<file path="config.mk">
export PLATFORM = sky130hd
export DESIGN_NAME = lce_counter_access
export DESIGN_NICKNAME = d
export VERILOG_FILES = /design/src/hdl/lce_hold_mem.v /design/src/hdl/lce_counter_access.v
export VERILOG_INCLUDE_DIRS = /design/src /design/src/hdl
export SDC_FILE = /design/constraint.sdc
export NUM_CORES = 1
export LEC_CHECK = 0
export BUFFER_PORTS_ARGS = -buffer_cell sky130_fd_sc_hd__buf_4
export CELL_PAD_IN_SITES_DETAIL_PLACEMENT = 2
export CELL_PAD_IN_SITES_GLOBAL_PLACEMENT = 2
export CORE_ASPECT_RATIO = 0.7
export CORE_MARGIN = 2
export CORE_UTILIZATION = 30
export DETAILED_ROUTE_END_ITERATION = 6
export GPL_ROUTABILITY_DRIVEN = 0
export PLACE_DENSITY_LB_ADDON = 0.15
export RECOVER_POWER = 25
export SYNTH_ARGS = -nofsm -noshare
export SYNTH_HDL_FRONTEND = slang
export SYNTH_SLANG_ARGS = --single-unit
</file>
<file path="constraint.sdc">
create_clock -name core_clk -period 3 [get_ports core_clk]
set_input_delay 0.15 -clock core_clk [delete_from_list [all_inputs] [get_ports core_clk]]
set_output_delay 0.15 -clock core_clk [all_outputs]
set_load 0.01 [all_outputs]
</file>
<file path="src/hdl/lce_defs.vh">
// Constants for the line code violation counter access block
`ifndef LCE_DEFS_VH
`define LCE_DEFS_VH
// ==========================================
// Register offsets
`define LCE_ADDR_W 8
`define LCE_OFS_CHSEL 8'h8c
`define LCE_OFS_CTRL 8'h8d
`define LCE_OFS_WINDOW 8'h8e
`define LCE_OFS_PARTID 8'hfe
// ==========================================
// Control register fields
`define LCE_CTRL_RESET 8'h00
`define LCE_BIT_CLR_SEL 0
`define LCE_BIT_LATCH_SEL 1
`define LCE_BIT_BYTE_SEL 2
`define LCE_BIT_LATCH_ALL 3
`define LCE_BIT_CLR_ALL 4
`define LCE_CHSEL_W 4
`define LCE_CHSEL_NONE 4'h0
`define LCE_CHSEL_RESET 8'h00
// ==========================================
// Widths and counts
`define LCE_NUM_CH 8
`define LCE_CNT_W 16
`define LCE_CNT_ZERO 16'h0000
`define LCE_CNT_ONE 16'h0001
`define LCE_CNT_MAX 16'hffff
`define LCE_BYTE_ZERO 8'h00
`endif

</file>
<file path="src/hdl/lce_hold_mem.v">
// Holding registers for the latched per-channel counts
`timescale 1ns/10ps
`default_nettype none
`include "lce_defs.vh"
module lce_hold_mem #(
  parameter NUM_CH = `LCE_NUM_CH,
  parameter CNT_W = `LCE_CNT_W
) (
  // Clock and reset
  input wire core_clk,
  input wire srst,
  // Latch side
  input wire [NUM_CH-1:0] latchEn,
  input wire [NUM_CH*CNT_W-1:0] liveCounts,
  // Read side
  input wire [2:0] readCh,
  output reg [CNT_W-1:0] readData
);
  reg [CNT_W-1:0] holdMem [0:NUM_CH-1];
  genvar g;
  // ==========================================
  // Latch each held value until its next update
  generate
    for (g = 0; g < NUM_CH; g = g + 1)
    begin : gHold
      always @(posedge core_clk)
      begin
        if (srst)
          holdMem[g] <= `LCE_CNT_ZERO;
        else if (latchEn[g])
          holdMem[g] <= liveCounts[g*CNT_W +: CNT_W];
      end
    end
  endgenerate
  // ==========================================
  // Registered read port
  always @(posedge core_clk)
  begin
    if (srst)
      readData <= `LCE_CNT_ZERO;
    else
      readData <= holdMem[readCh];
  end
endmodule // lce_hold_mem
`default_nettype wire

</file>
<file path="src/hdl/lce_counter_access.v">
// Line code violation counters with host control and byte readout
`timescale 1ns/10ps
`default_nettype none
`include "lce_defs.vh"
module lce_counter_access #(
  parameter NUM_CH = `LCE_NUM_CH,
  parameter CNT_W = `LCE_CNT_W,
  // Arbitrary neutral value
  parameter [7:0] PART_ID = 8'h5a
) (
  // Clock and reset
  input wire core_clk,
  input wire srst,
  // Register port, same clock as the host logic
  input wire regWrite,
  input wire regRead,
  input wire [`LCE_ADDR_W-1:0] regAddr,
  input wire [7:0] regWdata,
  output reg [7:0] regRdata,
  output reg regRvalid,
  // Violation events from the line decoders, one per channel
  input wire [NUM_CH-1:0] lineCodeViolation
);
  reg [7:0] chanSelect_r;
  reg [7:0] counterCtrl_r;
  reg [NUM_CH-1:0] violSync1_r;
  reg [NUM_CH-1:0] violSync2_r;
  reg [NUM_CH*CNT_W-1:0] liveCount_r;
  reg [7:0] rdata_nxt;
  wire [`LCE_CHSEL_W-1:0] selCode;
  wire selValid;
  wire [2:0] selIdx;
  wire [`LCE_CHSEL_W-1:0] selMinusOne;
  wire [NUM_CH-1:0] selOneHot;
  wire [NUM_CH-1:0] latchEn;
  wire [CNT_W-1:0] heldCount;
  wire [7:0] heldByte;
  wire clearEvery;
  wire latchEvery;
  wire byteHigh;
  wire clearSel;
  wire latchSel;
  genvar g;

  // ==========================================
  // Channel decode
  assign selCode = chanSelect_r[`LCE_CHSEL_W-1:0];
  // Codes above eight name no channel either
  assign selValid = (selCode != `LCE_CHSEL_NONE) && (selCode <= NUM_CH);
  assign selMinusOne = selCode - 4'h1;
  assign selIdx = selValid ? selMinusOne[2:0] : 3'h0;
  assign clearEvery = counterCtrl_r[`LCE_BIT_CLR_ALL];
  assign latchEvery = counterCtrl_r[`LCE_BIT_LATCH_ALL];
  assign byteHigh = counterCtrl_r[`LCE_BIT_BYTE_SEL];
  assign latchSel = counterCtrl_r[`LCE_BIT_LATCH_SEL];
  assign clearSel = counterCtrl_r[`LCE_BIT_CLR_SEL];

  // ==========================================
  // Violation input synchronisers
  always @(posedge core_clk)
  begin
    if (srst)
    begin
      violSync1_r <= {NUM_CH{1'b0}};
      violSync2_r <= {NUM_CH{1'b0}};
    end
    else
    begin
      violSync1_r <= lineCodeViolation;
      violSync2_r <= violSync1_r;
    end
  end

  // ==========================================
  // Per-channel live counters
  // Level-sensitive: clear and latch act for as long as the bit is one,
  // so the bench host's two-cycle (200 ns) hold is more than enough.
  generate
    for (g = 0; g < NUM_CH; g = g + 1)
    begin : gCnt
      assign selOneHot[g] = selValid && (selIdx == g);
      assign latchEn[g] = latchEvery || (latchSel && selOneHot[g]);
      always @(posedge core_clk)
      begin
        if (srst)
          liveCount_r[g*CNT_W +: CNT_W] <= `LCE_CNT_ZERO;
        else if (clearEvery)
          liveCount_r[g*CNT_W +: CNT_W] <= `LCE_CNT_ZERO;
        else if (clearSel && selOneHot[g])
          liveCount_r[g*CNT_W +: CNT_W] <= `LCE_CNT_ZERO;
        // Saturate rather than wrap so a large count never looks small
        else if (violSync2_r[g] && (liveCount_r[g*CNT_W +: CNT_W] != `LCE_CNT_MAX))
          liveCount_r[g*CNT_W +: CNT_W] <= liveCount_r[g*CNT_W +: CNT_W] + `LCE_CNT_ONE;
      end
    end
  endgenerate

  lce_hold_mem #(
    .NUM_CH(NUM_CH),
    .CNT_W(CNT_W)
  ) uHold (
    .core_clk(core_clk),
    .srst(srst),
    .latchEn(latchEn),
    .liveCounts(liveCount_r),
    .readCh(selIdx),
    .readData(heldCount)
  );

  // ==========================================
  // Byte window
  assign heldByte = !selValid ? `LCE_BYTE_ZERO :
    (byteHigh ? heldCount[CNT_W-1 -: 8] : heldCount[7:0]);

  // ==========================================
  // Register writes
  always @(posedge core_clk)
  begin
    if (srst)
    begin
      chanSelect_r <= `LCE_CHSEL_RESET;
      counterCtrl_r <= `LCE_CTRL_RESET;
    end
    else if (regWrite)
    begin
      if (regAddr == `LCE_OFS_CHSEL)
        chanSelect_r <= regWdata;
      else if (regAddr == `LCE_OFS_CTRL)
        counterCtrl_r <= regWdata;
    end
  end

  // ==========================================
  // Register reads; the window and part id ignore writes
  always @*
  begin
    rdata_nxt = `LCE_BYTE_ZERO;
    if (regAddr == `LCE_OFS_CHSEL)
      rdata_nxt = chanSelect_r;
    else if (regAddr == `LCE_OFS_CTRL)
      rdata_nxt = counterCtrl_r;
    else if (regAddr == `LCE_OFS_WINDOW)
      rdata_nxt = heldByte;
    else if (regAddr == `LCE_OFS_PARTID)
      rdata_nxt = PART_ID;
  end

  always @(posedge core_clk)
  begin
    if (srst)
    begin
      regRdata <= `LCE_BYTE_ZERO;
      regRvalid <= 1'b0;
    end
    else
    begin
      regRvalid <= regRead;
      if (regRead)
        regRdata <= rdata_nxt;
    end
  end
endmodule // lce_counter_access
`default_nettype wire

</file>
==> results of run 1 <==
## logic make-up after synthesis
kind of cell    after synthesis
buf+inv                      81
flops                       313
mux                          50
fa+ha+maj                    10
simple gates                655
compound gates              241
xor+xnor                     92
## synthesized netlist by cell type (all sizes together), types with 10 or more instances
library cell / instances / share of area (%)
xor2: 46 / 2.8
xnor2: 46 / 2.9
edfxtp: 128 / 26
nand2: 104 / 2.7
nand4: 38 / 1.6
nor2: 175 / 4.6
a31oi: 14 / 0.60
a222oi: 10 / 0.69
a22oi: 11 / 0.57
mux2: 10 / 0.77
nor3: 35 / 1.2
and2: 133 / 5.7
ha: 10 / 0.86
o21ai: 60 / 2.2
and4: 17 / 1.0
nor2b: 28 / 1.2
inv: 18 / 0.48
a211oi: 19 / 0.98
nor4: 10 / 0.47
dfxtp: 185 / 25
mux2i: 40 / 2.8
a21oi: 36 / 1.4
nand3: 47 / 1.7
clkbuf: 34 / 0.92
nand2b: 12 / 0.57
a221oi: 33 / 2.0
buf: 29 / 1.1
and3: 21 / 0.90
## sequential cells by signal (all words and copies together) (netlist names)
register / cells
regRdata: 8
counterCtrl_r: 8
uHold.readData: 16
regRvalid: 1
violSync1_r: 8
violSync2_r: 8
uHold.holdMem: 128
liveCount_r: 128
chanSelect_r: 8
## through the flow
step           util (%)  total power, mW  setup WS (ps)
3_5_place_dp       32.6             4.99            156
3_3_place_gp       32.6             4.99            248
6_report           35.5             9.72            158
2_1_floorplan         -             4.81           -235
4_1_cts            35.7             9.88            143
5_1_grt            35.5             10.1           37.4
## worst min-delay path by stage
stage | start | to | slack [ps]
after floorplan | lineCodeViolation[0] | violSync1_r[0] | 280
after global placement | lineCodeViolation[0] | violSync1_r[0] | 360
after detailed placement | lineCodeViolation[6] | violSync1_r[6] | 370
after CTS | srst | regRvalid | 50
after global routing | srst | regRvalid | 70
final | srst | regRvalid | 70
## power by group through the flow
stage	clock network, mW	registers (mW)	logic, mW
3_3_place_gp	0	4.70	0.288
5_1_grt	5.15	4.62	0.333
6_report	4.81	4.61	0.302
4_1_cts	4.96	4.61	0.315
3_5_place_dp	0	4.70	0.295
2_1_floorplan	0	4.65	0.161
## worst reg2reg max path: stages, from the launching register on
cell and delay, ps:
dfxtp_1 310, inv_1 220, ha_1 280, buf_4 270, or3b_2 600, o21ai_0 120
a222oi_1 140, a221oi_1 550, a221oi_1 200
## layout make-up
| class | instances | area (sq um) |
|---|---|---|
| tap | 655 | 820 |
| clock buffer | 48 | 1060 |
| clock inverter | 20 | 233 |
| fill | 5141 | 30900 |
| inverter | 18 | 70.1 |
| sequential | 313 | 7550 |
| timing repair buffer | 90 | 661 |
| multi-input combinational | 1048 | 6600 |
## routing by layer
| layer | vias up | GRT usage [%] | part of all wire (%) |
|---|---|---|---|
| li1 | 5385 | - | - |
| met1 | 5738 | 31.1 | 54 |
| met2 | 208 | 26.2 | 40 |
| met3 | 56 | 2.97 | 4.8 |
| met4 | 0 | 3.76 | 1.6 |
| met5 | - | 0 | 0 |
## timing repair
action | CTS | global route
buffers inserted | 0 | 0
endpoints found under the hold margin | 28 | 0
hold buffers | 17 | 0
==> metrics.csv, run 1 <==
metric;value;unit
status;finished clean;
finClkSkew;18.7;ps
pwr-share-comb;3.1;%
cts_resized;0;
cts_root_buf;clkbuf_16;
first_global_vias;11800;
synth-xor-area-share;5.72;%
cp.required;3390;ps
port_buffers;36;
drt_iter0_drc;947;
timing.rr.start;chanSelect_r[0];
startpoint;chanSelect_r[0];
p_sw_share;22.1;%
antenna_found_initial;0;
fmax;352;MHz
start_util;30.4;%
ys_ff_latch;313;
dieHeight;188;um
finalSetupTns;0;ps
holdWs;66.5;ps
antenna_left;0;
final_cell_mix;dfxtp_1, nor2_1, and2_1;
relSlewSlack;19.7;%
fin_crit;2840;ps
p_seq_share;47.4;%
clock_latency;540;ps
slew_violations;0;
htreeDepth;2;
crit_path_top_delay_cell;or3b_2;
via_count;11400;
synth_fa_ha_area_share;0.860;%
crit_end;uHold.readData[4];
n_antenna_cell;0;
p_switching;2.15;mW
drive_gt1_share;10.1;%
viasPerCell;5.19;
avgSynthCellArea;10.1;sq um
end_kind;flip-flop;
yosys_warnings;0;
cpPeakStageDelay;600;ps
grt_max_degree;45;
p_int;7.57;mW
timing.rr.end;uHold.readData[4];
grt_pass1_wl;74300;um
cap_viol_max_count;0;
wire_per_inst;21.8;um
track_usage;19.2;%
yosys.area_share.simple;23.5;%
synth_edf_count;128;
setup_viol;0;
crit_path_frequent_cell;a221oi_1;
dp_cells;2107;
cp.depth;8;
final_cell_area;0.0170;sq mm
synth_top_family_by_area;simple AND/OR/NAND/NOR gates;
row_count;67;
cts_tree;built;
synthesis.nets;1480;
fin_crit_sh;94.7;%
path_clk_slew;60;ps
async_flop_share;0;%
grt_overflow;0;
dpl_cell_area;0.0156;sq mm
layoutNonFillerInstCount;2192;
drc;0;
synth_cell_type_count;76;
min_path_cells;2;
synthMuxAreaShare;3.53;%
syn-cell-area;0.0146;sq mm
cts_buffers;37;
synth-seq-area-share;51.9;%
crit_fanout;18;
netlist_instances;1442;
area_delta_synth_final;16.8;%
crit_path_start_kind;flip-flop;
synth_compound_area_share;12.0;%
power_frac_clock;49.5;%
hold_violations;0;
critPathArrivalTime;3230;ps
rsz0062_at_grt;no;
final_common_cell;dfxtp_1;
crit_family;compound AO/OA/AOI/OAI gates;
die-area;0.0503;sq mm
crit_buf_inv;2;
die_w;267;um
reg2reg_depth;8;
leakage;5.83;nW
fin_nets;1546;
clock_sinks;313;
ys.flop_type;dfxtp_1;
worstSetupPathType;flip-flop to flip-flop;
wirelength;47900;um
dp_hpwl;34500;um
reg2reg_slack;160;ps
num_io_pins;37;
ir_drop;0.353;mV
cts.path.max_buffers;3;
drt-pass1-iter-count;6;
min_path_type;input port to flip-flop;
core-area;0.0479;sq mm
crit_chain;inv_1 > ha_1 > buf_4 > or3b_2 > o21ai_0 > a222oi_1 > a221oi_1 > a221oi_1;
pwr_density_cell;572;mW/mm^2
tightest_slew;1200;ps
No activity file was read; power rests on OpenSTA's default activity.
==> run 2, diff against run 1 <==
Settings changed: CORE_UTILIZATION 30 to 37.
Clock period 3 ns to 2.33 ns, I/O delays scaled along.
==> run 2 against run 1 <==
  * The flow now finishes with violations (negative setup slack)
  * Global-route usage is 4.7 points higher
  * Via count up 3.3%
  * Highest routed layer unchanged
  * Critical path type unchanged
  * Clock-buffer cell count decreased by 5
  * Flip-flop and latch count unchanged
  * Final area up 3.3%
  * Sequential power up 29%
  * Non-clock buffer count up 46
  * Cell count shrank 3.9%
  * First-iteration DRC count rose by 2.4%
  * Total power grew 26%
  * Die area fell by 19%
==> metrics.csv, run 2 (synthesis gave the netlist of run 1 again) <==
metric;value;unit;change
crit_path_start_kind;flip-flop;;
reg2reg_slack;-100;ps;-260 ps
fmax;412;MHz;+17%
worstSetupPathType;flip-flop to flip-flop;;
min_path_cells;2;;unchanged
path_clk_slew;60;ps;about the same
ir_drop;0.442;mV;+25%
hp-start;srst;;
cap_viol_max_count;0;;unchanged
status;complete, but fails checks;;
row_count;60;;-10%
wirelength;48900;um;+2.1%
fin_nets;1591;;+2.9%
drc;0;;unchanged
timing.rr.start;chanSelect_r[1];;
antenna_left;0;;unchanged
num_io_pins;37;;unchanged
end_kind;flip-flop;;
fin_crit_sh;104;%;+9.5 points
slew_violations;0;;unchanged
wire_per_inst;23.2;um;+6.3%
critPathArrivalTime;2810;ps;-420 ps
startpoint;chanSelect_r[1];;
core-area;0.0386;sq mm;-19%
dp_slack;-281;ps;-437 ps
reg2reg_depth;9;;+1
dieHeight;170;um;-9.7%
drt-pass1-iter-count;7;;+1
n_antenna_cell;0;;unchanged
area_delta_synth_final;20.6;%;
rsz0062_at_grt;yes;;
crit_fanout;17;;-1
setup_viol;1;;+1
clock_sinks;313;;unchanged
fin_ws;-99.7;ps;-257 ps
viasPerCell;5.59;;+7.5%
cts.path.max_buffers;3;;unchanged
first_global_vias;12400;;+4.5%
holdPathEnd;chanSelect_r[1];;
tightest_slew;691;ps;-513 ps
timing.rr.end;uHold.readData[10];;
drt_iter0_drc;970;;+2.4%
final_util;45.5;%;+10 points
pwr_density_cell;696;mW/mm^2;+22%
start_util;37.7;%;+7.3 points
drive_gt1_share;14.4;%;+4.2 points
cts_buffers;35;;-5.4%
clock_latency;530;ps;about the same
grt_pass1_wl;75000;um;+0.89%
final_common_cell;dfxtp_1;;
dp_hpwl;34700;um;+0.65%
violations;negative setup slack;;
final_cell_mix;dfxtp_1, nor2_1, and2_1;;
track_usage;23.9;%;+4.7 points
leakage;6.14;nW;+5.3%
cts_root_buf;clkbuf_16;;
cts_tree;built;;
die-area;0.0410;sq mm;-19%
cp.required;2710;ps;-680 ps
relSlewSlack;53.8;%;+34 points
reg_top3;liveCount_r: 128 flops, uHold.holdMem: 128 flops, uHold.readData: 16 flops;;
antenna_found_initial;0;;unchanged
finClkSkew;21.1;ps;+2.46 ps
port_buffers;36;;unchanged
hold_violations;0;;unchanged
die_w;241;um;-9.8%
grt_overflow;0;;unchanged
htreeDepth;2;;unchanged
fin_crit;2430;ps;-413 ps
min_path_type;input port to flip-flop;;
via_count;11800;;+3.3%
grt_max_degree;42;;-6.7%
==> run 2: cell count changes in the layout (fill, tap and decap cells not counted), moves of 3 or more <==
cell,delta
buf_4,+28
buf_12,+20
clkbuf_2,-5
nand2_1,-5
nand2_2,+5
o21ai_0,-5
a221oi_1,-4
a221oi_2,+4
buf_6,+4
clkbuf_8,-4
a2111oi_0,-3
o21ai_2,+3
o21ai_4,+3
==> run 2: how the worst max path moves through the flow <==
| stage | endpoint | slack [ps] | depth (start not counted) |
|---|---|---|---|
| final | uHold.readData[10] | -100 | 9 |
| after global routing | uHold.readData[10] | -230 | 9 |
| after CTS | uHold.readData[6] | -40 | 9 |
| after global placement | uHold.readData[7] | -100 | 7 |
| after detailed placement | uHold.readData[8] | -280 | 7 |
| after floorplan | uHold.holdMem[7][13] | 7 | 11 |
==> run 2: final cells by class <==
class / instances / area, sq um
Fill cell: 4047 / 21000
Tap cell: 527 / 659
Timing Repair Buffer: 136 / 1280
Clock buffer: 43 / 958
Inverter: 18 / 70.1
Multi-Input combinational cell: 1049 / 6790
Clock inverter: 20 / 233
Sequential cell: 313 / 7550
==> run 2: critical path, cell delays in order, from the launching register on <==
cell       delay, ps
dfxtp_1          320
inv_1            100
ha_2             230
buf_4            150
buf_6            180
nor2b_2           90
a2111oi_0        590
a221oi_1         150
a221oi_2         320
a221oi_1         160
==> run 2: per-stage QoR <==
step	instances	hold slack [ps]	total power, mW	setup TNS [ps]	cell area, sq um
finish	2106	56.2	12.2	-99.7	17500
global route	2106	55.4	12.6	-306	17500
CTS	2103	37.6	12.4	-39.4	17500
detailed placement	2023	337	6.49	-5140	16100
global placement	2023	326	6.47	-1000	16100
floorplan	1442	245	6.20	0	14600
==> run 2: where the power goes <==
part | total, mW | leakage, nW | switching (mW) | internal (mW)
Sequential | 5.94 | 2.77 | 0.113 | 5.83
Clock | 5.81 | 0.572 | 2.32 | 3.49
Combinational | 0.470 | 2.80 | 0.267 | 0.202
==> run 2: metal layers <==
metal  vias up  track usage, %  share of wire (%)
li1       5486               -                  -
met1      5981            36.8                 51
met2       248            35.3                 42
met3        48            3.57                5.2
met4         0            4.64                1.6
met5         -               0                  0
==> run 2: timing repair <==
item | 4_1_cts | 5_1_grt
buffers inserted | 0 | 2
setup endpoints to repair | 70 | 272
gates resized for setup | 12 | 21
gates cloned | 0 | 1
hold buffers | 17 | 0
pin swaps | 1 | 6
hold endpoints to repair | 26 | 0
==> run 3, diff against run 2 <==
--- a/config.mk
+++ b/config.mk
@@ -11,5 +11,4 @@
 export CELL_PAD_IN_SITES_GLOBAL_PLACEMENT = 2
-export CORE_ASPECT_RATIO = 0.7
 export CORE_MARGIN = 2
-export CORE_UTILIZATION = 37
+export CORE_UTILIZATION = 38
 export DETAILED_ROUTE_END_ITERATION = 6
@@ -20,2 +19,3 @@
 export SYNTH_HDL_FRONTEND = slang
+export SYNTH_HIERARCHICAL = 1
 export SYNTH_SLANG_ARGS = --single-unit
==> constraint.sdc (replaced) <==
create_clock -name core_clk -period 2.33 [get_ports core_clk]
set_input_delay 0.466 -clock core_clk [delete_from_list [all_inputs] [get_ports core_clk]]
set_output_delay 0.466 -clock core_clk [all_outputs]
set_load 0.01 [all_outputs]
==> run 3 against run 2 <==
  * The flow now finishes without violations
  * Sequential share of layout area grew 2.3 points
  * Clock-buffer cell count grew 13
  * Synthesized cell count decreased by 10%
  * Maximum frequency grew 6.5%
  * Hold slack better by 82 ps
  * Non-clock buffer count fell by 52
  * Die area shrank 5.0%
  * Clock power up 3%
  * Via count shrank 13%
==> metrics.csv, run 3 <==
metric;value;unit;change
synth_compound_area_share;4.88;%;-7.1 points
cts.path.max_buffers;3;;unchanged
finClkSkew;18.6;ps;-2.57 ps
netlist_instances;1294;;-10%
power_frac_clock;48.5;%;+1.0 points
setup_viol;0;;-1
synth_fa_ha_area_share;0.881;%;+0.021 points
p_switching;2.67;mW;-1.1%
crit_fanout;8;;-9
port_buffers;36;;unchanged
leakage;5.77;nW;-6.0%
holdWs;138;ps;+81.7 ps
min_path_cells;2;;unchanged
die-area;0.0389;sq mm;-5.0%
timing.rr.end;uHold/readData[3];;
relSlewSlack;55.6;%;+1.8 points
hold_violations;0;;unchanged
crit_buf_inv;4;;+1
ys_ff_latch;313;;unchanged
synth_top_family_by_area;simple AND/OR/NAND/NOR gates;;
grt_pass1_wl;65200;um;-13%
timing.rr.start;chanSelect_r[0];;
path_clk_slew;60;ps;about the same
drt_iter0_drc;545;;-44%
slew_violations;0;;unchanged
synthesis.nets;1332;;-10%
startpoint;chanSelect_r[0];;
drc;0;;unchanged
synth-xor-area-share;5.73;%;+0.0099 points
clock_latency;540;ps;about the same
via_count;10200;;-13%
reg_top3;liveCount_r: 128 flops, uHold/holdMem: 128 flops, uHold/readData: 16 flops;;
hp-start;lineCodeViolation[4];;
yosys_warnings;6;;+6
p_seq_share;48.4;%;-0.2 points
p_int;9.63;mW;+1.2%
synth_common_cells;nor2_1, dfxtp_1, and2_1;;
wirelength;42000;um;-14%
tightest_slew;660;ps;-31.5 ps
htreeDepth;2;;unchanged
nFillCells;3705;;-8.5%
synth_edf_count;128;;unchanged
viasPerCell;5.47;;-2.0%
cts_tree;built;;
crit_chain;inv_2 > ha_4 > buf_6 > nand2b_4 > xnor2_4 > nor2_4 > buf_4 > buf_16 > mux4_2 > mux2i_1 > nor2_1;;
crit_path_start_kind;flip-flop;;
die_w;197;um;-18%
synthTopCellsByArea;edfxtp_1, dfxtp_1, and2_1;;
fin_nets;1413;;-11%
ir_drop;0.499;mV;+13%
rsz0062_at_grt;yes;;
cts_buffers;38;;+8.6%
async_flop_share;0;%;unchanged
grt_max_degree;38;;-9.5%
fin_crit_sh;97.9;%;-6.4 points
p_sw_share;21.7;%;-0.38 points
synth-seq-area-share;53.2;%;+1.3 points
pwr-share-comb;3.1;%;-0.7 points
pwr_density_cell;739;mW/mm^2;+6.1%
fin_crit;2280;ps;-149 ps
final_cell_mix;nor2_1, dfxtp_1, and2_1;;
fmax;438;MHz;+6.5%
dieHeight;197;um;+16%
cap_viol_max_count;0;;unchanged
holdPathEnd;violSync1_r[4];;
total_power;12.3;mW;+0.68%
drt-pass1-iter-count;4;;-3
row_count;70;;+17%
yosysTopAreaCell;edfxtp_1;;
critPathArrivalTime;2710;ps;-100 ps
drive_gt1_share;16.0;%;+1.6 points
synthMuxAreaShare;8.64;%;+5.1 points
n_antenna_cell;0;;unchanged
min_path_type;input port to flip-flop;;
status;finished clean;;
synth_top_area_share;27.1;%;+0.66 points
num_io_pins;37;;unchanged
clock_sinks;313;;unchanged
first_global_vias;10700;;-13%
cts_root_buf;clkbuf_16;;
synth.most_common_cell;nor2_1;;
synth_cell_type_count;74;;-2.6%
crit_path_top_delay_cell;mux4_2;;
core-area;0.0367;sq mm;-4.9%
wire_per_inst;22.4;um;-3.4%
antenna_found_initial;0;;unchanged
ys.flop_type;dfxtp_1;;
cp.required;2760;ps;+50 ps
syn-cell-area;0.0142;sq mm;-2.4%
worstSetupPathType;flip-flop to flip-flop;;
track_usage;21.9;%;-2.0 points
crit_family;multiplexers;;
dpl_cell_area;0.0151;sq mm;-5.8%
end_kind;flip-flop;;
area_delta_synth_final;17.3;%;
yosys.area_share.simple;24.6;%;+1.1 points
final_cell_area;0.0167;sq mm;-5.1%
grt_overflow;0;;unchanged
reg2reg_depth;11;;+2
start_util;38.7;%;+0.98 points
cpPeakStageDelay;550;ps;-40 ps
antenna_left;0;;unchanged
avgSynthCellArea;11.0;sq um;+8.7%
reg2reg_slack;50;ps;+150 ps
final_common_cell;nor2_1;;
dp_hpwl;29000;um;-17%
## run 3: worst max-delay path by stage
stage                            to  slack, ps  depth (start not counted)
6_report          uHold/readData[3]         50                         11
5_1_grt          uHold/readData[12]        -30                         11
4_1_cts         uHold/holdMem[1][8]        -20                         10
3_5_place_dp    uHold/holdMem[2][0]       -230                          8
3_3_place_gp   uHold/holdMem[2][13]        -80                          8
2_1_floorplan   uHold/holdMem[3][6]        120                          9
## run 3: worst register-to-register path: stages (launching register included)
cell,delay [ps]
dfxtp_2,320
inv_2,90
ha_4,150
buf_6,90
nand2b_4,70
xnor2_4,160
nor2_4,180
buf_4,180
buf_16,140
mux4_2,550
mux2i_1,170
nor2_1,60
## run 3: stage by stage
step                TNS [ps]  instances  setup WS, ps  util [%]
finish                     0       1872          48.9      45.4
global route            -201       1872         -33.2      45.4
CTS                    -97.7       1864         -22.4      45.0
detailed placement    -12180       1790          -230      41.2
global placement       -2910       1790         -84.9      41.2
floorplan                  0       1294           121         -
## run 3: per-layer routing
metal	up-vias	track usage (%)	routed length, um
met2	161	36.3	19900
met3	56	3.43	1600
met5	-	0	0
met4	0	6.07	892
met1	5232	29.8	19600
li1	4797	-	-
## run 3: cell families after synthesis
family	count (synthesis)
and+or+nand+nor	647
DFF	313
AOI/OAI and AO/OA	95
xor gates and xnor gates	92
muxes	82
buffers and inverters	55
adders and majority gates	10
## run 3: final cells by class
cell class | count | area [sq um] | area share [%]
well taps | 468 | 586 | 3.52
flip-flops and latches | 313 | 7550 | 45.3
multi-input cells | 926 | 6460 | 38.8
repair buffers | 84 | 761 | 4.57
clock inverters | 13 | 133 | 0.797
clock buffers | 56 | 1110 | 6.68
inverters | 12 | 45.0 | 0.271
## run 3: repair_timing
item,CTS,global route
pin swaps,2,4
endpoints found under the setup margin,145,170
buffers inserted,3,10
cloned,2,0
hold buffers,0,0
gates resized for setup,17,22
## run 3: power by group through the flow
stage | logic (mW) | registers, mW | clock network [mW]
after floorplan | 0.214 | 5.99 | 0
after global placement | 0.360 | 6.06 | 0
after detailed placement | 0.371 | 6.06 | 0
after CTS | 0.379 | 5.95 | 6.11
after global routing | 0.409 | 5.96 | 6.33
final | 0.379 | 5.95 | 5.97
